--- config.mk ---
export PLATFORM = sky130hd
export DESIGN_NAME = sref_capture
export DESIGN_NICKNAME = d
export VERILOG_FILES = /design/src/rtl/sref_pkg.sv /design/src/rtl/sref_sync.sv /design/src/rtl/sref_capture.sv
export SDC_FILE = /design/constraint.sdc
export NUM_CORES = 1
export LEC_CHECK = 0
export ABC_AREA = 1
export BUFFER_PORTS_ARGS = -buffer_cell sky130_fd_sc_hd__buf_4
export CORE_UTILIZATION = 56
export DETAILED_ROUTE_END_ITERATION = 8
export PLACE_DENSITY = 0.74
export REMOVE_ABC_BUFFERS = 1
export SLEW_MARGIN = 20
export SYNTH_ARGS = -nofsm -noshare
export SYNTH_HDL_FRONTEND = slang
export SYNTH_SLANG_ARGS = --single-unit
export TNS_END_PERCENT = 10
--- constraint.sdc ---
create_clock -name clk_i -period 5.2 [get_ports clk_i]
set_clock_uncertainty 0.15 [all_clocks]
set_input_delay 0.26 -clock clk_i [delete_from_list [all_inputs] [get_ports clk_i]]
set_output_delay 0.26 -clock clk_i [all_outputs]
set_load 0.005 [all_outputs]
--- src/rtl/sref_pkg.sv ---
/*
 * sref_pkg: register map, field positions, reset values, state codes and
 * timing constants for the reference capture and multichip sync block.
 * Assumes a byte-wide register port with 12-bit addresses.
 */
package sref_pkg;
	localparam int unsigned AW = 12;
	localparam int unsigned DW = 8;

	localparam logic [11:0] OFS_INPUT_CLOCK_DIVIDER       = 12'h010b;
	localparam logic [11:0] OFS_REFERENCE_CAPTURE_CONTROL = 12'h0120;
	localparam logic [11:0] OFS_IGNORE_COUNT              = 12'h0121;
	localparam logic [11:0] OFS_REFERENCE_SKEW_WINDOW     = 12'h0122;
	localparam logic [11:0] OFS_TIMESTAMP_DELAY           = 12'h0123;
	localparam logic [11:0] OFS_SETUP_HOLD_MONITOR_STATUS = 12'h0128;
	localparam logic [11:0] OFS_TIMING_FLAGS              = 12'h0129;
	localparam logic [11:0] OFS_MULTIFRAME_LENGTH         = 12'h0130;
	localparam logic [11:0] OFS_CHIP_SYNC_MODE            = 12'h01ff;
	localparam logic [11:0] OFS_CONTROL_BIT_FUNCTION_LOW  = 12'h0559;
	localparam logic [11:0] OFS_CONTROL_BIT_FUNCTION_HIGH = 12'h055a;
	localparam logic [11:0] OFS_CONTROL_BIT_COUNT         = 12'h058f;
	localparam logic [11:0] OFS_SUBCLASS                  = 12'h0590;

	// reference_capture_control fields
	localparam int unsigned CAP_MODE_LSB   = 1;
	localparam int unsigned CAP_EDGE_BIT   = 3;
	localparam int unsigned CAP_FALL_BIT   = 4;
	localparam logic [1:0]  MODE_OFF       = 2'h0;
	localparam logic [1:0]  MODE_CONT      = 2'h1;
	localparam logic [1:0]  MODE_NSHOT     = 2'h2;
	// skew window fields
	localparam int unsigned SKEW_NEG_LSB   = 2;
	localparam int unsigned SKEW_POS_LSB   = 0;
	// control bits, sync mode and subclass bits, ignore limit and monitor constants
	localparam int unsigned CS_LSB         = 6;
	localparam int unsigned FUNC_HI_LSB    = 4;
	localparam logic [2:0]  FUNC_REF_MARK  = 3'h5;
	localparam int unsigned SUBCLASS_BIT   = 5;
	localparam int unsigned SYNC_MODE_BIT  = 0;
	localparam logic [4:0]  IGNORE_MAX     = 5'h10;
	localparam logic [3:0]  MON_NO_ERR     = 4'h8;
	localparam logic [2:0]  HOLD_SAMPLES   = 3'h4;

	localparam logic [7:0]  RST_DIVIDER    = 8'h00;
	localparam logic [7:0]  RST_CAPTURE    = 8'h00;
	localparam logic [7:0]  RST_IGNORE     = 8'h00;
	localparam logic [7:0]  RST_SKEW       = 8'h00;
	localparam logic [7:0]  RST_TS_DELAY   = 8'h00;
	localparam logic [7:0]  RST_MF_LENGTH  = 8'h1f;
	localparam logic [7:0]  RST_SYNC_MODE  = 8'h00;
	localparam logic [7:0]  RST_FUNC_LOW   = 8'h00;
	localparam logic [7:0]  RST_FUNC_HIGH  = 8'h00;
	localparam logic [7:0]  RST_CS         = 8'h00;
	localparam logic [7:0]  RST_SUBCLASS   = 8'h20;

	typedef enum logic [2:0] {
		ST_IDLE   = 3'b001,
		ST_IGNORE = 3'b010,
		ST_ARMED  = 3'b100
	} sref_state_e;
endpackage

--- src/rtl/sref_sync.sv ---
/*
 * sref_sync: two-flop synchroniser for the reference pin, plus one extra
 * stage used when the alternate capture edge is selected.
 * Assumes the pin is asynchronous to clk_i.
 */
`timescale 1ns/1ps
`default_nettype none
module sref_sync (
	input  wire logic clk_i,
	input  wire logic srst_i,
	input  wire logic ce_i,
	input  wire logic pin_i,
	input  wire logic late_i,
	output logic      level_o
);
	typedef struct packed {
		logic meta;
		logic stable;
		logic late;
	} sref_sync_s;

	sref_sync_s st;
	sref_sync_s next_st;

	always_comb
	begin
		next_st        = st;
		next_st.meta   = pin_i;
		next_st.stable = st.meta;
		next_st.late   = st.stable;
	end

	always_ff @(posedge clk_i)
	begin
		if (srst_i)
			st <= '0;
		else if (ce_i)
			st <= next_st;
	end

	// alternate edge costs one cycle of latency; no real half-cycle sampling here
	assign level_o = late_i ? st.late : st.stable;
endmodule // sref_sync
`default_nettype wire

--- src/rtl/sref_capture.sv ---
/*
 * sref_capture: reference capture, arming, ignore count, skew window
 * resync, sample timestamp tagging and setup/hold monitor.
 * Assumes one clock per converter sample and a byte register port.
 */
`timescale 1ns/1ps
`default_nettype none
// Behaviour
// - one mode bit picks normal sync (0, default) or timestamping (1)
// - timestamping leaves dividers alone and tags the coinciding sample
// - tagging needs capture mode continuous or N-shot; otherwise nothing tagged
// - tagging needs control-bit count of 1, 2 or 3
// - three-bit function per control bit; code 5 marks reference event
// - control bits are used from bit 2 downward
// - timestamp delay shifts which sample gets the tag
// - no tagging while decimation is in use
// - mode field 1 or 2 picks input type and arms capture; 3 leaves capture idle
// - N-shot clears the mode field after the qualifying event
// - normal mode event realigns divider, downconverters, monitor and framing
// - software picks transition polarity and capture edge; default rising both
// - N-shot ignores a programmed number of events, up to 16
// - continuous mode resyncs when edge misses the aligned multiframe phase
// - skew window suppresses resync; negative before phase zero, positive after
// - negative window at bits 3:2, positive at bits 1:0
// - status register: hold in bits 7:4, setup in bits 3:0
// - setup shows level before the edge, hold the level after
// - decode status into setup, hold or generic error flags
// - one bit selects subclass, default deterministic
module sref_capture (
	input  wire logic        clk_i,
	input  wire logic        srst_i,
	input  wire logic        ce_i,
	input  wire logic [11:0] addr_i,
	input  wire logic [7:0]  wdata_i,
	input  wire logic        wr_i,
	input  wire logic        rd_i,
	input  wire logic        sysref_i,
	input  wire logic        decimation_ratio_mode_i,
	output logic      [7:0]  rdata_o,
	output logic             divider_sync_o,
	output logic             lmfc_o,
	output logic      [2:0]  ctrl_bits_o,
	output logic             subclass_o
);
	typedef struct packed {
		logic [7:0]          divider;
		logic [7:0]          capture;
		logic [7:0]          ignore_cnt;
		logic [7:0]          skew;
		logic [7:0]          ts_delay;
		logic [7:0]          mf_len;
		logic [7:0]          sync_mode;
		logic [7:0]          func_low;
		logic [7:0]          func_high;
		logic [7:0]          cs;
		logic [7:0]          subclass;
		logic [3:0]          setup_st;
		logic [3:0]          hold_st;
		sref_pkg::sref_state_e fsm;
		logic [4:0]          ignore_left;
		logic [7:0]          mf_phase;
		logic [3:0]          hist;
		logic [2:0]          hold_left;
		logic [7:0]          ts_left;
		logic                ts_pend;
		logic [7:0]          rdata;
		logic                div_sync;
		logic                lmfc;
		logic [2:0]          ctrl;
	} sref_cap_s;

	sref_cap_s st;
	sref_cap_s next_st;
	logic      ref_level;

	sref_sync u_sync (
		.clk_i   (clk_i),
		.srst_i  (srst_i),
		.ce_i    (ce_i),
		.pin_i   (sysref_i),
		.late_i  (st.capture[sref_pkg::CAP_EDGE_BIT]),
		.level_o (ref_level)
	);

	logic [1:0] mode;
	logic       falling;
	logic       event_seen;
	logic [1:0] neg_win;
	logic [1:0] pos_win;
	logic       in_window;
	logic       ts_ok;
	logic [2:0] cb_en;
	logic [2:0] cb_mark;
	logic [2:0] cb_func [3];
	logic [7:0] ev_phase;
	logic [7:0] rd_mux;
	logic       setup_err;
	logic       hold_err;
	logic       any_err;

	// selector positions differ per control bit, so gather them before the loop
	assign cb_func[0] = st.func_low[2:0];
	assign cb_func[1] = st.func_low[sref_pkg::FUNC_HI_LSB +: 3];
	assign cb_func[2] = st.func_high[2:0];

	generate
		for (genvar gi = 0; gi < 3; gi++)
		begin : g_mark
			assign cb_mark[gi] = cb_en[gi] && (cb_func[gi] == sref_pkg::FUNC_REF_MARK);
		end
	endgenerate

	always_comb
	begin
		mode    = st.capture[sref_pkg::CAP_MODE_LSB +: 2];
		falling = st.capture[sref_pkg::CAP_FALL_BIT];
		// qualifying transition on the synchronised level
		event_seen = falling ? (st.hist[0] & ~ref_level) : (~st.hist[0] & ref_level);
		neg_win = st.skew[sref_pkg::SKEW_NEG_LSB +: 2];
		pos_win = st.skew[sref_pkg::SKEW_POS_LSB +: 2];
		// judge the phase that the capture cycle itself carries: a resync puts phase 0
		// on that cycle, so a source period of whole multiframes lands on phase 0 again
		if (st.mf_phase >= st.mf_len)
			ev_phase = 8'h00;
		else
			ev_phase = st.mf_phase + 8'h01;
		// phase 0 is aligned; low phases are late, phases near the end are early
		in_window = (ev_phase <= {6'h00, pos_win}) ||
			(ev_phase > st.mf_len - {6'h00, neg_win});
		ts_ok = st.sync_mode[sref_pkg::SYNC_MODE_BIT] && !decimation_ratio_mode_i &&
			(st.cs[sref_pkg::CS_LSB +: 2] != 2'h0);
		case (st.cs[sref_pkg::CS_LSB +: 2])
			2'h1:    cb_en = 3'b100;
			2'h2:    cb_en = 3'b110;
			2'h3:    cb_en = 3'b111;
			default: cb_en = 3'b000;
		endcase
		setup_err = (st.hold_st == 4'h0) && (st.setup_st < sref_pkg::MON_NO_ERR) &&
			(st.setup_st != 4'h0);
		hold_err  = (st.setup_st == 4'h0) && (st.hold_st > sref_pkg::MON_NO_ERR);
		any_err   = (st.setup_st == 4'h0) && (st.hold_st == 4'h0);
		case (addr_i)
			sref_pkg::OFS_INPUT_CLOCK_DIVIDER:       rd_mux = st.divider;
			sref_pkg::OFS_REFERENCE_CAPTURE_CONTROL: rd_mux = st.capture;
			sref_pkg::OFS_IGNORE_COUNT:              rd_mux = st.ignore_cnt;
			sref_pkg::OFS_REFERENCE_SKEW_WINDOW:     rd_mux = st.skew;
			sref_pkg::OFS_TIMESTAMP_DELAY:           rd_mux = st.ts_delay;
			sref_pkg::OFS_SETUP_HOLD_MONITOR_STATUS: rd_mux = {st.hold_st, st.setup_st};
			sref_pkg::OFS_TIMING_FLAGS:              rd_mux = {5'h00, any_err, hold_err, setup_err};
			sref_pkg::OFS_MULTIFRAME_LENGTH:         rd_mux = st.mf_len;
			sref_pkg::OFS_CHIP_SYNC_MODE:            rd_mux = st.sync_mode;
			sref_pkg::OFS_CONTROL_BIT_FUNCTION_LOW:  rd_mux = st.func_low;
			sref_pkg::OFS_CONTROL_BIT_FUNCTION_HIGH: rd_mux = st.func_high;
			sref_pkg::OFS_CONTROL_BIT_COUNT:         rd_mux = st.cs;
			sref_pkg::OFS_SUBCLASS:                  rd_mux = st.subclass;
			default:                                 rd_mux = 8'h00;
		endcase
	end

	always_comb
	begin
		next_st          = st;
		next_st.rdata    = rd_i ? rd_mux : 8'h00;
		next_st.div_sync = 1'b0;
		next_st.ctrl     = 3'b000;
		next_st.hist     = {st.hist[2:0], ref_level};

		// free-running multiframe phase counter
		if (st.mf_phase >= st.mf_len)
			next_st.mf_phase = 8'h00;
		else
			next_st.mf_phase = st.mf_phase + 8'h01;
		next_st.lmfc = (next_st.mf_phase == 8'h00);

		// hold side of the monitor: samples taken after the capture edge
		if (st.hold_left != 3'h0)
		begin
			next_st.hold_st   = {st.hold_st[2:0], ref_level};
			next_st.hold_left = st.hold_left - 3'h1;
		end

		// delayed timestamp tag
		if (st.ts_pend)
		begin
			if (st.ts_left == 8'h00)
			begin
				next_st.ts_pend = 1'b0;
				next_st.ctrl    = cb_mark;
			end
			else
				next_st.ts_left = st.ts_left - 8'h01;
		end

		case (st.fsm)
			sref_pkg::ST_IDLE:
			begin
				next_st.fsm = sref_pkg::ST_IDLE;
			end
			sref_pkg::ST_IGNORE:
			begin
				if (event_seen)
				begin
					next_st.ignore_left = st.ignore_left - 5'h01;
					if (st.ignore_left == 5'h01)
						next_st.fsm = sref_pkg::ST_ARMED;
				end
			end
			sref_pkg::ST_ARMED:
			begin
				if (event_seen)
				begin
					// setup side: the level history just ahead of the edge
					next_st.setup_st  = st.hist;
					next_st.hold_st   = 4'h0;
					next_st.hold_left = sref_pkg::HOLD_SAMPLES;
					if (st.sync_mode[sref_pkg::SYNC_MODE_BIT])
					begin
						if (ts_ok)
						begin
							next_st.ts_pend = 1'b1;
							next_st.ts_left = st.ts_delay;
						end
					end
					else if (mode == sref_pkg::MODE_NSHOT || !in_window)
					begin
						// realign dividers, downconverters, monitor and framing together
						next_st.div_sync = 1'b1;
						next_st.mf_phase = 8'h00;
						next_st.lmfc     = 1'b1;
					end
					if (mode == sref_pkg::MODE_NSHOT)
					begin
						next_st.capture[sref_pkg::CAP_MODE_LSB +: 2] = sref_pkg::MODE_OFF;
						next_st.fsm = sref_pkg::ST_IDLE;
					end
				end
			end
			default:
			begin
				next_st.fsm = sref_pkg::ST_IDLE;
			end
		endcase

		if (mode == sref_pkg::MODE_OFF && st.fsm != sref_pkg::ST_IDLE)
			next_st.fsm = sref_pkg::ST_IDLE;

		if (wr_i)
		begin
			case (addr_i)
				sref_pkg::OFS_INPUT_CLOCK_DIVIDER:       next_st.divider    = wdata_i;
				sref_pkg::OFS_IGNORE_COUNT:
				begin
					// clipped so the five-bit down counter can never wrap
					next_st.ignore_cnt = (wdata_i > {3'h0, sref_pkg::IGNORE_MAX}) ?
						{3'h0, sref_pkg::IGNORE_MAX} : wdata_i;
				end
				sref_pkg::OFS_REFERENCE_SKEW_WINDOW:     next_st.skew       = wdata_i;
				sref_pkg::OFS_TIMESTAMP_DELAY:           next_st.ts_delay   = wdata_i;
				sref_pkg::OFS_MULTIFRAME_LENGTH:         next_st.mf_len     = wdata_i;
				sref_pkg::OFS_CHIP_SYNC_MODE:            next_st.sync_mode  = wdata_i;
				sref_pkg::OFS_CONTROL_BIT_FUNCTION_LOW:  next_st.func_low   = wdata_i;
				sref_pkg::OFS_CONTROL_BIT_FUNCTION_HIGH: next_st.func_high  = wdata_i;
				sref_pkg::OFS_CONTROL_BIT_COUNT:         next_st.cs         = wdata_i;
				sref_pkg::OFS_SUBCLASS:                  next_st.subclass   = wdata_i;
				sref_pkg::OFS_REFERENCE_CAPTURE_CONTROL:
				begin
					// a software write beats the self-clear in the same cycle
					next_st.capture     = wdata_i;
					next_st.ignore_left = st.ignore_cnt[4:0];
					case (wdata_i[sref_pkg::CAP_MODE_LSB +: 2])
						sref_pkg::MODE_CONT:  next_st.fsm = sref_pkg::ST_ARMED;
						sref_pkg::MODE_NSHOT:
							next_st.fsm = (st.ignore_cnt[4:0] == 5'h00) ?
								sref_pkg::ST_ARMED : sref_pkg::ST_IGNORE;
						default:              next_st.fsm = sref_pkg::ST_IDLE;
					endcase
				end
				default:
				begin
					next_st.fsm = next_st.fsm;
				end
			endcase
		end
	end

	always_ff @(posedge clk_i)
	begin
		if (srst_i)
		begin
			st            <= '0;
			st.divider    <= sref_pkg::RST_DIVIDER;
			st.capture    <= sref_pkg::RST_CAPTURE;
			st.ignore_cnt <= sref_pkg::RST_IGNORE;
			st.skew       <= sref_pkg::RST_SKEW;
			st.ts_delay   <= sref_pkg::RST_TS_DELAY;
			st.mf_len     <= sref_pkg::RST_MF_LENGTH;
			st.sync_mode  <= sref_pkg::RST_SYNC_MODE;
			st.func_low   <= sref_pkg::RST_FUNC_LOW;
			st.func_high  <= sref_pkg::RST_FUNC_HIGH;
			st.cs         <= sref_pkg::RST_CS;
			st.subclass   <= sref_pkg::RST_SUBCLASS;
			st.fsm        <= sref_pkg::ST_IDLE;
		end
		else if (ce_i)
			st <= next_st;
	end

	assign rdata_o        = st.rdata;
	assign divider_sync_o = st.div_sync;
	assign lmfc_o         = st.lmfc;
	assign ctrl_bits_o    = st.ctrl;
	assign subclass_o     = st.subclass[sref_pkg::SUBCLASS_BIT];
endmodule // sref_capture
`default_nettype wire

Word-level counts from Yosys, hierarchy flattened --
Index checks and enable logic that the tools add are counted.
Operators by class: bitwise gates (word level) 4, mux-type cells 53, reduce and logical (&&, ||, !) cells 35, $lt $le $gt $ge 6, equality and inequality tests 26, add/subtract/negate cells 5
Operator list (count):
- 2-to-1 mux 8 bit | 19
- equality test 12 x 9 -> 1 bit (second input constant) | 9
- case mux 8 bit (13 select lines) | 1
- 2-to-1 mux 75 bit | 1
- equality test 12 x 11 -> 1 bit (second input constant) | 4
- AND reduction 3 bit | 12
- 2-to-1 mux 3 bit | 9
- 2-to-1 mux 9 bit | 3
- 2-to-1 mux 12 bit | 2
- zero test 8 bit | 2
- 2-to-1 mux 2 bit | 7
- equality test 3 bit (second input constant) | 4
- case mux 3 bit (2 select lines) | 2
- logical AND 1 bit | 10
- 2-to-1 mux 5 bit | 2
- case mux 3 bit (3 select lines) | 1
- adder 8 x 1 -> 8 bit (second input constant) | 1
- equality test 2 bit (second input constant) | 4
- >= comparator 8 bit | 1
- > comparator 8 x 5 -> 1 bit (second input constant) | 1
- > comparator 8 bit | 1
- <= comparator 8 x 2 -> 1 bit | 1
- zero test 4 bit | 2
- 2-to-1 mux 4 bit | 2
- other kinds (21) | 28
Word-level totals: bits of input ports 27, register bits 144, output and inout port bits 14

Longest topological paths before layout --
Gate-level depths: netlist of run 1.
depth in word-level cells 10, depth in mapped cells 24, depth with buffers taken out 24

Cells and area by module --
Synthesis of run 1 repeated with hierarchy kept, for this count alone.
Second synthesis, totals: cell total of the unflattened synthesis 1066, area total of the unflattened synthesis 7704.9 µm²
By module, submodules not included:
- sref_capture | seq. area each 2822.7 µm², area an instance 7576.0 µm², instances 1, cells an instance 1045
- sref_sync | seq. area each 60.1 µm², area an instance 128.9 µm², instances 1, cells an instance 21

Worst setup path after synthesis of run 1 --
No wires, ideal clock.
path kind flip-flop to flip-flop, from register st[100] in the netlist's numbering, to register st (netlist bit lmfc_o), required time 4.941 ns, path slack 2.453 ns, arrival time 2.488 ns, stages on the path, launching flop included 21, buffers on the path 0, cell sequence dfxtp_1 -> inv_1 -> ha_1 -> a21o_1 -> nor2_1 -> nand3_1 -> nor2_1 -> inv_1 -> ha_1 -> inv_1 -> a21oi_1 -> o21ai_0 -> nand2_1 -> o211ai_1 -> o21ai_0 -> nand2_1 -> nand2_1 -> nand2_2 -> nand3_1 -> nand2_1 -> inv_1
On the way: word-level cells in the longest chain between the ends 10, elaborated cells on any way between the ends 13
RTL lines:
- start, declared | RTL line sref_capture.sv:72 | sref_cap_s st;
- start signal, assigned | RTL line sref_capture.sv:305 | st <= next_st;
- >= comparator 8 bit | RTL line sref_capture.sv:123, sref_capture.sv:169
- 2-to-1 mux 8 bit | RTL line sref_capture.sv:123, sref_capture.sv:169
- <= comparator 8 x 2 -> 1 bit / > comparator 8 bit (equally long branches) | RTL line sref_capture.sv:128, sref_capture.sv:129
- logical OR 1 bit | RTL line sref_capture.sv:128 | in_window = (ev_phase <= {6'h00, pos_win}) ||
- zero test 1 bit | RTL line sref_capture.sv:224 | else if (mode == sref_pkg::MODE_NSHOT || !in_window)
- logical OR 1 bit | RTL line sref_capture.sv:224
- 2-to-1 mux 2 bit | RTL line sref_capture.sv:224
- 2-to-1 mux 2 bit | RTL line sref_capture.sv:216 | if (st.sync_mode[sref_pkg::SYNC_MODE_BIT])
- 2-to-1 mux 2 bit | RTL line sref_capture.sv:210 | if (event_seen)
- 2-to-1 mux 2 bit (*) | RTL line sref_capture.sv:194 | case (st.fsm)
Every way passes the cells marked *; elsewhere a longest branch is shown, timed or not. A chain may end at the register's enable or synchronous reset.

Worst setup path after layout of run 1 --
from register st[98] in the netlist's numbering, to register st[33] in the netlist's numbering
On the way: word-level cells in the longest chain between the ends 10, elaborated cells on any way between the ends 12
RTL lines (RTL line):
- >= comparator 8 bit | sref_capture.sv:123, sref_capture.sv:169
- 2-to-1 mux 8 bit | sref_capture.sv:123, sref_capture.sv:169
- <= comparator 8 x 2 -> 1 bit / > comparator 8 bit (equally long branches) | sref_capture.sv:128, sref_capture.sv:129
- logical OR 1 bit | sref_capture.sv:128
- zero test 1 bit | sref_capture.sv:224
- logical OR 1 bit | sref_capture.sv:224
- 2-to-1 mux 8 bit | sref_capture.sv:224
- 2-to-1 mux 8 bit | sref_capture.sv:216
- 2-to-1 mux 8 bit | sref_capture.sv:210
- 2-to-1 mux 8 bit (*) | sref_capture.sv:194
Marked as above.

==> results.toml, run 1 <==
[status]
status = "finished clean"

[critical_path]
critPathCaptureType = "flop"
crit_required_ns = 5.41
slowest_stage = "dfxtp_1"
crit_buf_inv = 3
cp_cell_sequence = "inv_1, ha_1, nand2_1, a21oi_1, nor2_1, nand3_1, nor2_1, inv_1, ha_1, inv_1, a21oi_1, o21ai_0, nand2_1, o211ai_1, o21ai_0, nand2_1, nand2_1, nand2_2, nand3_1, a21oi_1"
cp_top_family = "simple AND/OR/NAND/NOR gates"
startpoint_type = "flop"
slowest_delay_ns = 0.42
critPathKind = "flop to flop"
cp_common_cell = "nand2_1"
crit_fanout = 10
cp.arrival_ns = 3.40

[synth]
synthXorXnorAreaFrac = 0.0136
synth_cells = 1090
synth_cell_types = 45
synthMuxAreaShare = 0
ys_seq_area_frac = 0.373
synthSimpleGateAreaFrac = 0.224
async_flop_share = 0
synth_area_um2 = 7730
synthFlopType = "dfxtp_1"
synth_adder_area_share = 0.0479
synth_top_family_by_area = "compound AO/OA/AOI/OAI gates"
syn_area_per_cell_um2 = 7.09
synth_compound_area_frac = 0.224
synth_edf_count = 0
ys_warn_count = 0
ys_ff_latch = 144

[floorplan]
rows = 42
io_pins = 41
die_h_um = 119
die_w_um = 119
start_util = 0.579
die_area_um2 = 14300
core_um2 = 13300

[detailed_routing]
ant_nets = 0
drt-vias-per-instance = 5.67
initialDrtViolationCount = 774
routed-via-count = 7354
drc_errors = 0
drt-total-wl_mm = 21.0
firstDrtPassIters = 5
avgRoutedWirePerCell_um = 16.2

[cells_and_area]
num_antenna_cells = 0
regArea_um2 = 2880
drive_above_1_share = 0.104
design_area_um2 = 8620
areaGrowthSynthToFinish_pct = 11.6
multi_input_area_um2 = 3940
nets = 1166
nFillCells = 1218
post-route-util = 0.646

[pwr]
ir_worst_vdd_uv = 236
p_per_area_nw_per_um2 = 291
p_switching_w = 0.000624
internal_power_w = 0.00189
pwr-share-clk = 0.457
seq_power_share = 0.457
p_leak_nw = 3.63
swShare = 0.248
combPwrFrac = 0.086
p_total_w = 0.00251

[sta]
rsz0062_at_grt = "no"
finalCriticalPeriod_ns = 3.19
hold_viol = 0
timing.final.ws_setup_ns = 2.01
post-route-period-util = 0.613
maxSlewViolCount = 0
finalSetupViolations = 0
worst_pin_slew_ns = 0.637
tns_ns = 0
fmax_ghz = 0.314
slew_headroom = 0.574

[grt]
grt_max_degree = 54
grt_pass1_wl_mm = 34.3
track_usage = 0.307
gr-total-overflow = 0
first_global_vias = 6633
antenna_found_initial = 0

[clock_network]
clk_path_buf_depth = 2
root_buffer = "clkbuf_16"
cts.clk_slew.worst_paths_ns = 0.06
worstSkewPairLatency_ns = 0.43
numCtsBuffers = 17
cts_tree = "yes"
post_cts.repair.setup_buffers = 0
cts.sinks = 144
cts-resized-gates = 0
htree_levels = 4

[hold_path]
hold_path.class = "primary input to flop"

[place]
hpwl_mm = 14.9
io_buffers = 40
post-place-ws_ns = 2.03
gp_congestion = 0.915
postPlaceCellArea_um2 = 8010

[flow_run]
cap_viol_max_count = 0
-- tightest hold or removal path: cells and delay by family --
| family | cells | cell delay, ns |
|---|---|---|
| AOI/OAI and AO/OA | 1 | 0.07 |
| and+or+nand+nor | 1 | 0.07 |
| buffers and inverters | 1 | 0.15 |
-- metal layers --
layer	share of wire	wire length [µm]	vias to the layer above	track usage
li1	-	-	3671	-
met1	0.46	9570	3374	0.425
met2	0.44	9300	273	0.477
met3	0.076	1590	36	0.0493
met4	0.024	509	0	0.120
met5	0	0	-	0
-- cell families (layout without fill, tap and decap cells) --
family,count (synthesis),count (layout)
flip-flops,144,144
XOR/XNOR,12,12
buffers and inverters,222,254
AO/OA/AOI/OAI,314,314
AND/OR/NAND/NOR,369,369
adder cells (fa/ha/maj),29,29
-- state kept, by name, indices dropped and copies added, names as in the netlist --
signal,cells
u_sync.next_st,2
u_sync.st,1
divider_sync_o,1
pos_win,2
falling,1
mode,2
rdata_o,8
cb_func,9
subclass_o,1
next_st,3
st,108
ctrl_bits_o,3
neg_win,2
lmfc_o,1
-- cells in the final DEF, fill, tap and decap left out, drive strengths merged, types with 23 or more instances in the layout --
cell / instances
nand2: 171
o22ai: 23
clkbuf: 26
ha: 28
inv: 170
dfxtp: 144
a21oi: 136
nor2: 96
buf: 42
o21ai: 110
o211ai: 28
nand3: 55
-- cell type report --
class                      count  area share
clock inverter                 5     0.00638
inverter                     174      0.0757
sequential                   144       0.334
multi-input combinational    724       0.457
tap                          176      0.0255
timing repair buffer          49      0.0447
clock buffer                  26      0.0567
-- repair_timing --
item | CTS | global route
endpoints found under the setup margin | 0 | 0
hold buffers | 7 | 0
endpoints found under the hold margin | 8 | 0
-- cells in the mapped netlist (2+ instances only) --
cell type,number,area share
a21oi_1,135,0.087
a31oi_1,3,0.0024
buf_1,2,0.00097
buf_2,6,0.0039
buf_4,15,0.015
clkbuf_1,24,0.012
clkinv_1,4,0.0019
dfxtp_1,144,0.37
ha_1,28,0.045
inv_1,157,0.076
inv_2,13,0.0063
nand2_1,164,0.080
nand2_2,5,0.0040
nand2_4,2,0.0029
nand3_1,51,0.033
nand3_2,4,0.0052
nand3b_1,2,0.0019
nand4_1,17,0.014
nor2_1,82,0.040
nor2_2,9,0.0073
nor2_4,5,0.0073
nor3_1,13,0.0084
nor3_2,4,0.0052
nor4_1,3,0.0024
nor4_2,3,0.0049
nor4_4,2,0.0055
o211ai_1,28,0.027
o21ai_0,109,0.071
o21bai_1,2,0.0019
o221ai_1,4,0.0045
o22ai_1,23,0.019
o2bb2ai_1,4,0.0045
xor2_1,11,0.012
-- power by group through the flow --
stage / logic (W) / registers, W / clock network (W)
after CTS: 0.000215 / 0.00115 / 0.00115
final: 0.000217 / 0.00115 / 0.00115
after global placement: 0.000206 / 0.00117 / 0
after detailed placement: 0.000209 / 0.00117 / 0
after global routing: 0.000248 / 0.00115 / 0.00120
after floorplan: 0.000131 / 0.00117 / 0
-- final timing paths --
path / from / endpoint / slack [ns] / cells past startpoint
setup / recovery: st[98]$_SDFFE_PP0P_ / st[33]$_SDFFE_PP0P_ / 2.01 / 20
hold / removal: wdata_i[2] / st[95]$_SDFFE_PP1P_ / 0.009 / 3
setup reg to reg: st[98]$_SDFFE_PP0P_ / st[33]$_SDFFE_PP0P_ / 2.01 / 20
hold reg to reg: st[124]$_SDFFE_PP0P_ / st[124]$_SDFFE_PP0P_ / 0.30 / 2
-- stage by stage --
step	cells	hold slack (ns)
2_1_floorplan	1042	0.179
3_3_place_gp	1260	0.282
3_5_place_dp	1260	0.288
4_1_cts	1298	0.00160
5_1_grt	1298	0.0181
6_report	1298	0.00899
Power figures use the tool's default switching activity.
==> run 2: changes to the inputs <==
--- a/config.mk
+++ b/config.mk
@@ -5,11 +5,11 @@
 export SDC_FILE = /design/constraint.sdc
 export NUM_CORES = 1
 export LEC_CHECK = 0
-export ABC_AREA = 1
+export ABC_AREA = 0
 export BUFFER_PORTS_ARGS = -buffer_cell sky130_fd_sc_hd__buf_4
 export CORE_UTILIZATION = 56
 export DETAILED_ROUTE_END_ITERATION = 8
-export PLACE_DENSITY = 0.74
+export PLACE_DENSITY = 0.77
 export REMOVE_ABC_BUFFERS = 1
 export SLEW_MARGIN = 20
 export SYNTH_ARGS = -nofsm -noshare
==> constraint.sdc (replaced) <==
create_clock -name clk_i -period 2.7 [get_ports clk_i]
set_clock_uncertainty 0.15 [all_clocks]
set_input_delay 0.135 -clock clk_i [delete_from_list [all_inputs] [get_ports clk_i]]
set_output_delay 0.135 -clock clk_i [all_outputs]
set_load 0.005 [all_outputs]
==> results.toml, run 2 <==
[cells_and_area]
drive_above_1_share = 0.220
nFillCells = 1026
post-route-util = 0.711
design_area_um2 = 9560
nets = 1030
regArea_um2 = 2890
largest_reg_flops = 108
final_common_cell = "dfxtp_1"
areaGrowthSynthToFinish_pct = 22.3
most-common-layout-cells = "138 x dfxtp_1, 134 x nor2_1, 113 x buf_4"
top_register = "st"
final_cell_count_no_fill = 1162
num_antenna_cells = 0
multi_input_area_um2 = 4770

[clock_network]
cts.clk_slew.worst_paths_ns = 0.06
numCtsBuffers = 17
cts.sinks = 144
worstSkewPairLatency_ns = 0.43
clk_path_buf_depth = 2
cts_tree = "yes"
htree_levels = 4
root_buffer = "clkbuf_16"

[grt]
met1_usage = 0.423
antenna_found_initial = 1
grt_use_met3 = 0.0789
track_usage = 0.333
grt_max_degree = 88
first_global_vias = 6978
grt_pass1_wl_mm = 36.7
met2_usage = 0.538
gr-total-overflow = 0
grt.busiest_layer = "met2"

[synth]
ys_top_cells_by_area = "dfxtp_1 37%, mux2i_1 12%, nor2_1 6.6%"
synth_edf_count = 0
syn_area_per_cell_um2 = 8.77
synth_cell_types = 74
ys_seq_area_frac = 0.369
synth_common_cells = "144 x dfxtp_1, 137 x nor2_1, 90 x mux2i_1"
yosysTopAreaCellShare = 0.369
yosysMostFrequentCell = "dfxtp_1"
yosysTopAreaCell = "dfxtp_1"
synth_area_um2 = 7820
synthFlopType = "dfxtp_1"
async_flop_share = 0
synth_cells = 892
ys_warn_count = 0
ys_ff_latch = 144

[place]
place_inst = 1114
hpwl_mm = 15.4
io_buffers = 40
postPlaceCellArea_um2 = 8590
gp_congestion = 0.952

[critical_path]
reg2reg_slack_ns = -0.74
critPathKind = "flop to flop"
timing.rr.start = "st[97]$_SDFFE_PP1P_"
crit_path_start = "st[97]$_SDFFE_PP1P_"
startpoint_type = "flop"
rr_endpoint = "st[31]$_SDFFE_PP0P_"
crit_required_ns = 2.87
crit_fanout = 5
cp.arrival_ns = 3.61
critPathCaptureType = "flop"
reg2reg_depth = 13

[floorplan]
die_w_um = 120
core_um2 = 13500
rows = 42
start_util = 0.581
die_area_um2 = 14400
die_h_um = 120
io_pins = 41

[sta]
timing.final.ws_setup_ns = -0.740
maxSlewViolCount = 0
rsz0062_at_grt = "yes"
post-route-period-util = 1.27
timing.hold.ws_ns = 0.0430
worst_pin_slew_ns = 0.980
slew_headroom = 0.340
fmax_ghz = 0.291
finalSetupViolations = 10
finalCriticalPeriod_ns = 3.44
hold_viol = 0

[detailed_routing]
firstDrtPassIters = 5
avgRoutedWirePerCell_um = 20.1
drt-total-wl_mm = 23.4
routed-via-count = 7281
drc_errors = 0
ant_nets = 0
initialDrtViolationCount = 752
drt-vias-per-instance = 6.27

[hold_path]
worstHoldStart = "rd_i"
hold_path.class = "primary input to flop"
hold_depth = 5
worstHoldEndpoint = "rdata_o[5]$_SDFFE_PP0P_"

[pwr]
p_total_w = 0.00506
p_leak_nw = 3.72
ir_worst_vdd_uv = 520
p_per_area_nw_per_um2 = 529

[status]
status = "finished, violations left"
violations = "setup timing"

[flow_run]
cap_viol_max_count = 0
[run 2: changes by cell type after synthesis, moves of 28 or more]
cell	delta
inv_1	-127
nand2_1	-110
a21oi_1	-102
mux2i_1	+90
o21ai_0	-79
nor2_1	+55
nand3_1	-28
[run 2: worst max path at each step]
stage,to,cells after the start
2_1_floorplan,st[31]$_SDFFE_PP0P_,13
4_1_cts,st[31]$_SDFFE_PP0P_,13
3_3_place_gp,st[36]$_SDFFE_PP0P_,14
3_5_place_dp,st[29]$_SDFFE_PP0P_,14
6_report,st[31]$_SDFFE_PP0P_,13
5_1_grt,st[34]$_SDFFE_PP0P_,17
[run 2: kinds of logic after synthesis]
group,count (synthesis),synth area share
buffers and inverters,94,0.0517
DFF,144,0.369
and+or+nand+nor,344,0.225
muxes,99,0.140
AOI/OAI and AO/OA,168,0.152
adders and majority gates,29,0.0474
xor gates and xnor gates,14,0.0157
[run 2: per-layer routing]
layer | wire, µm | vias to the layer above
met3 | 2070 | 61
met2 | 11000 | 353
met5 | 0 | -
met4 | 774 | 0
li1 | - | 3392
met1 | 9590 | 3475
[run 2: cell type report]
class / instances / area share
inverters: 30 / 0.0118
multi-input cells: 654 / 0.499
repair buffers: 127 / 0.105
clock inverters: 11 / 0.0110
flip-flops and latches: 144 / 0.302
clock buffers: 20 / 0.0478
well taps: 176 / 0.0230
[run 2: timing repair]
action,4_1_cts,5_1_grt
hold endpoints to repair,92,0
setup endpoints to repair,10,10
hold buffers,12,0
pin swaps,18,4
resized for setup,48,4
buffers inserted,5,0
[run 2: metrics by stage]
step | setup slack, ns | setup TNS [ns]
after detailed placement | -1.13 | -10.51
after CTS | -0.581 | -4.82
final | -0.740 | -6.21
after global placement | -0.964 | -9.09
after floorplan | -1.02 | -8.75
after global routing | -0.837 | -7.35
[run 2: power breakdown]
group          internal, W  total, W  switching, W
registers          0.00216   0.00218     0.0000217
clock network      0.00132   0.00226      0.000948
logic             0.000259  0.000614      0.000355
[run 2: worst max-delay path, stage by stage (launching register included)]
cell and delay (ns):
dfxtp_1 0.34, inv_1 0.07, ha_1 0.19, a21o_1 0.22, a221oi_4 0.29, o31ai_4 0.16
nor2_2 0.16, ha_1 0.27, nor2b_1 0.14, o211a_1 0.24, a2111oi_4 0.31, o32ai_2 0.16
a211o_1 0.36, a32o_1 0.27
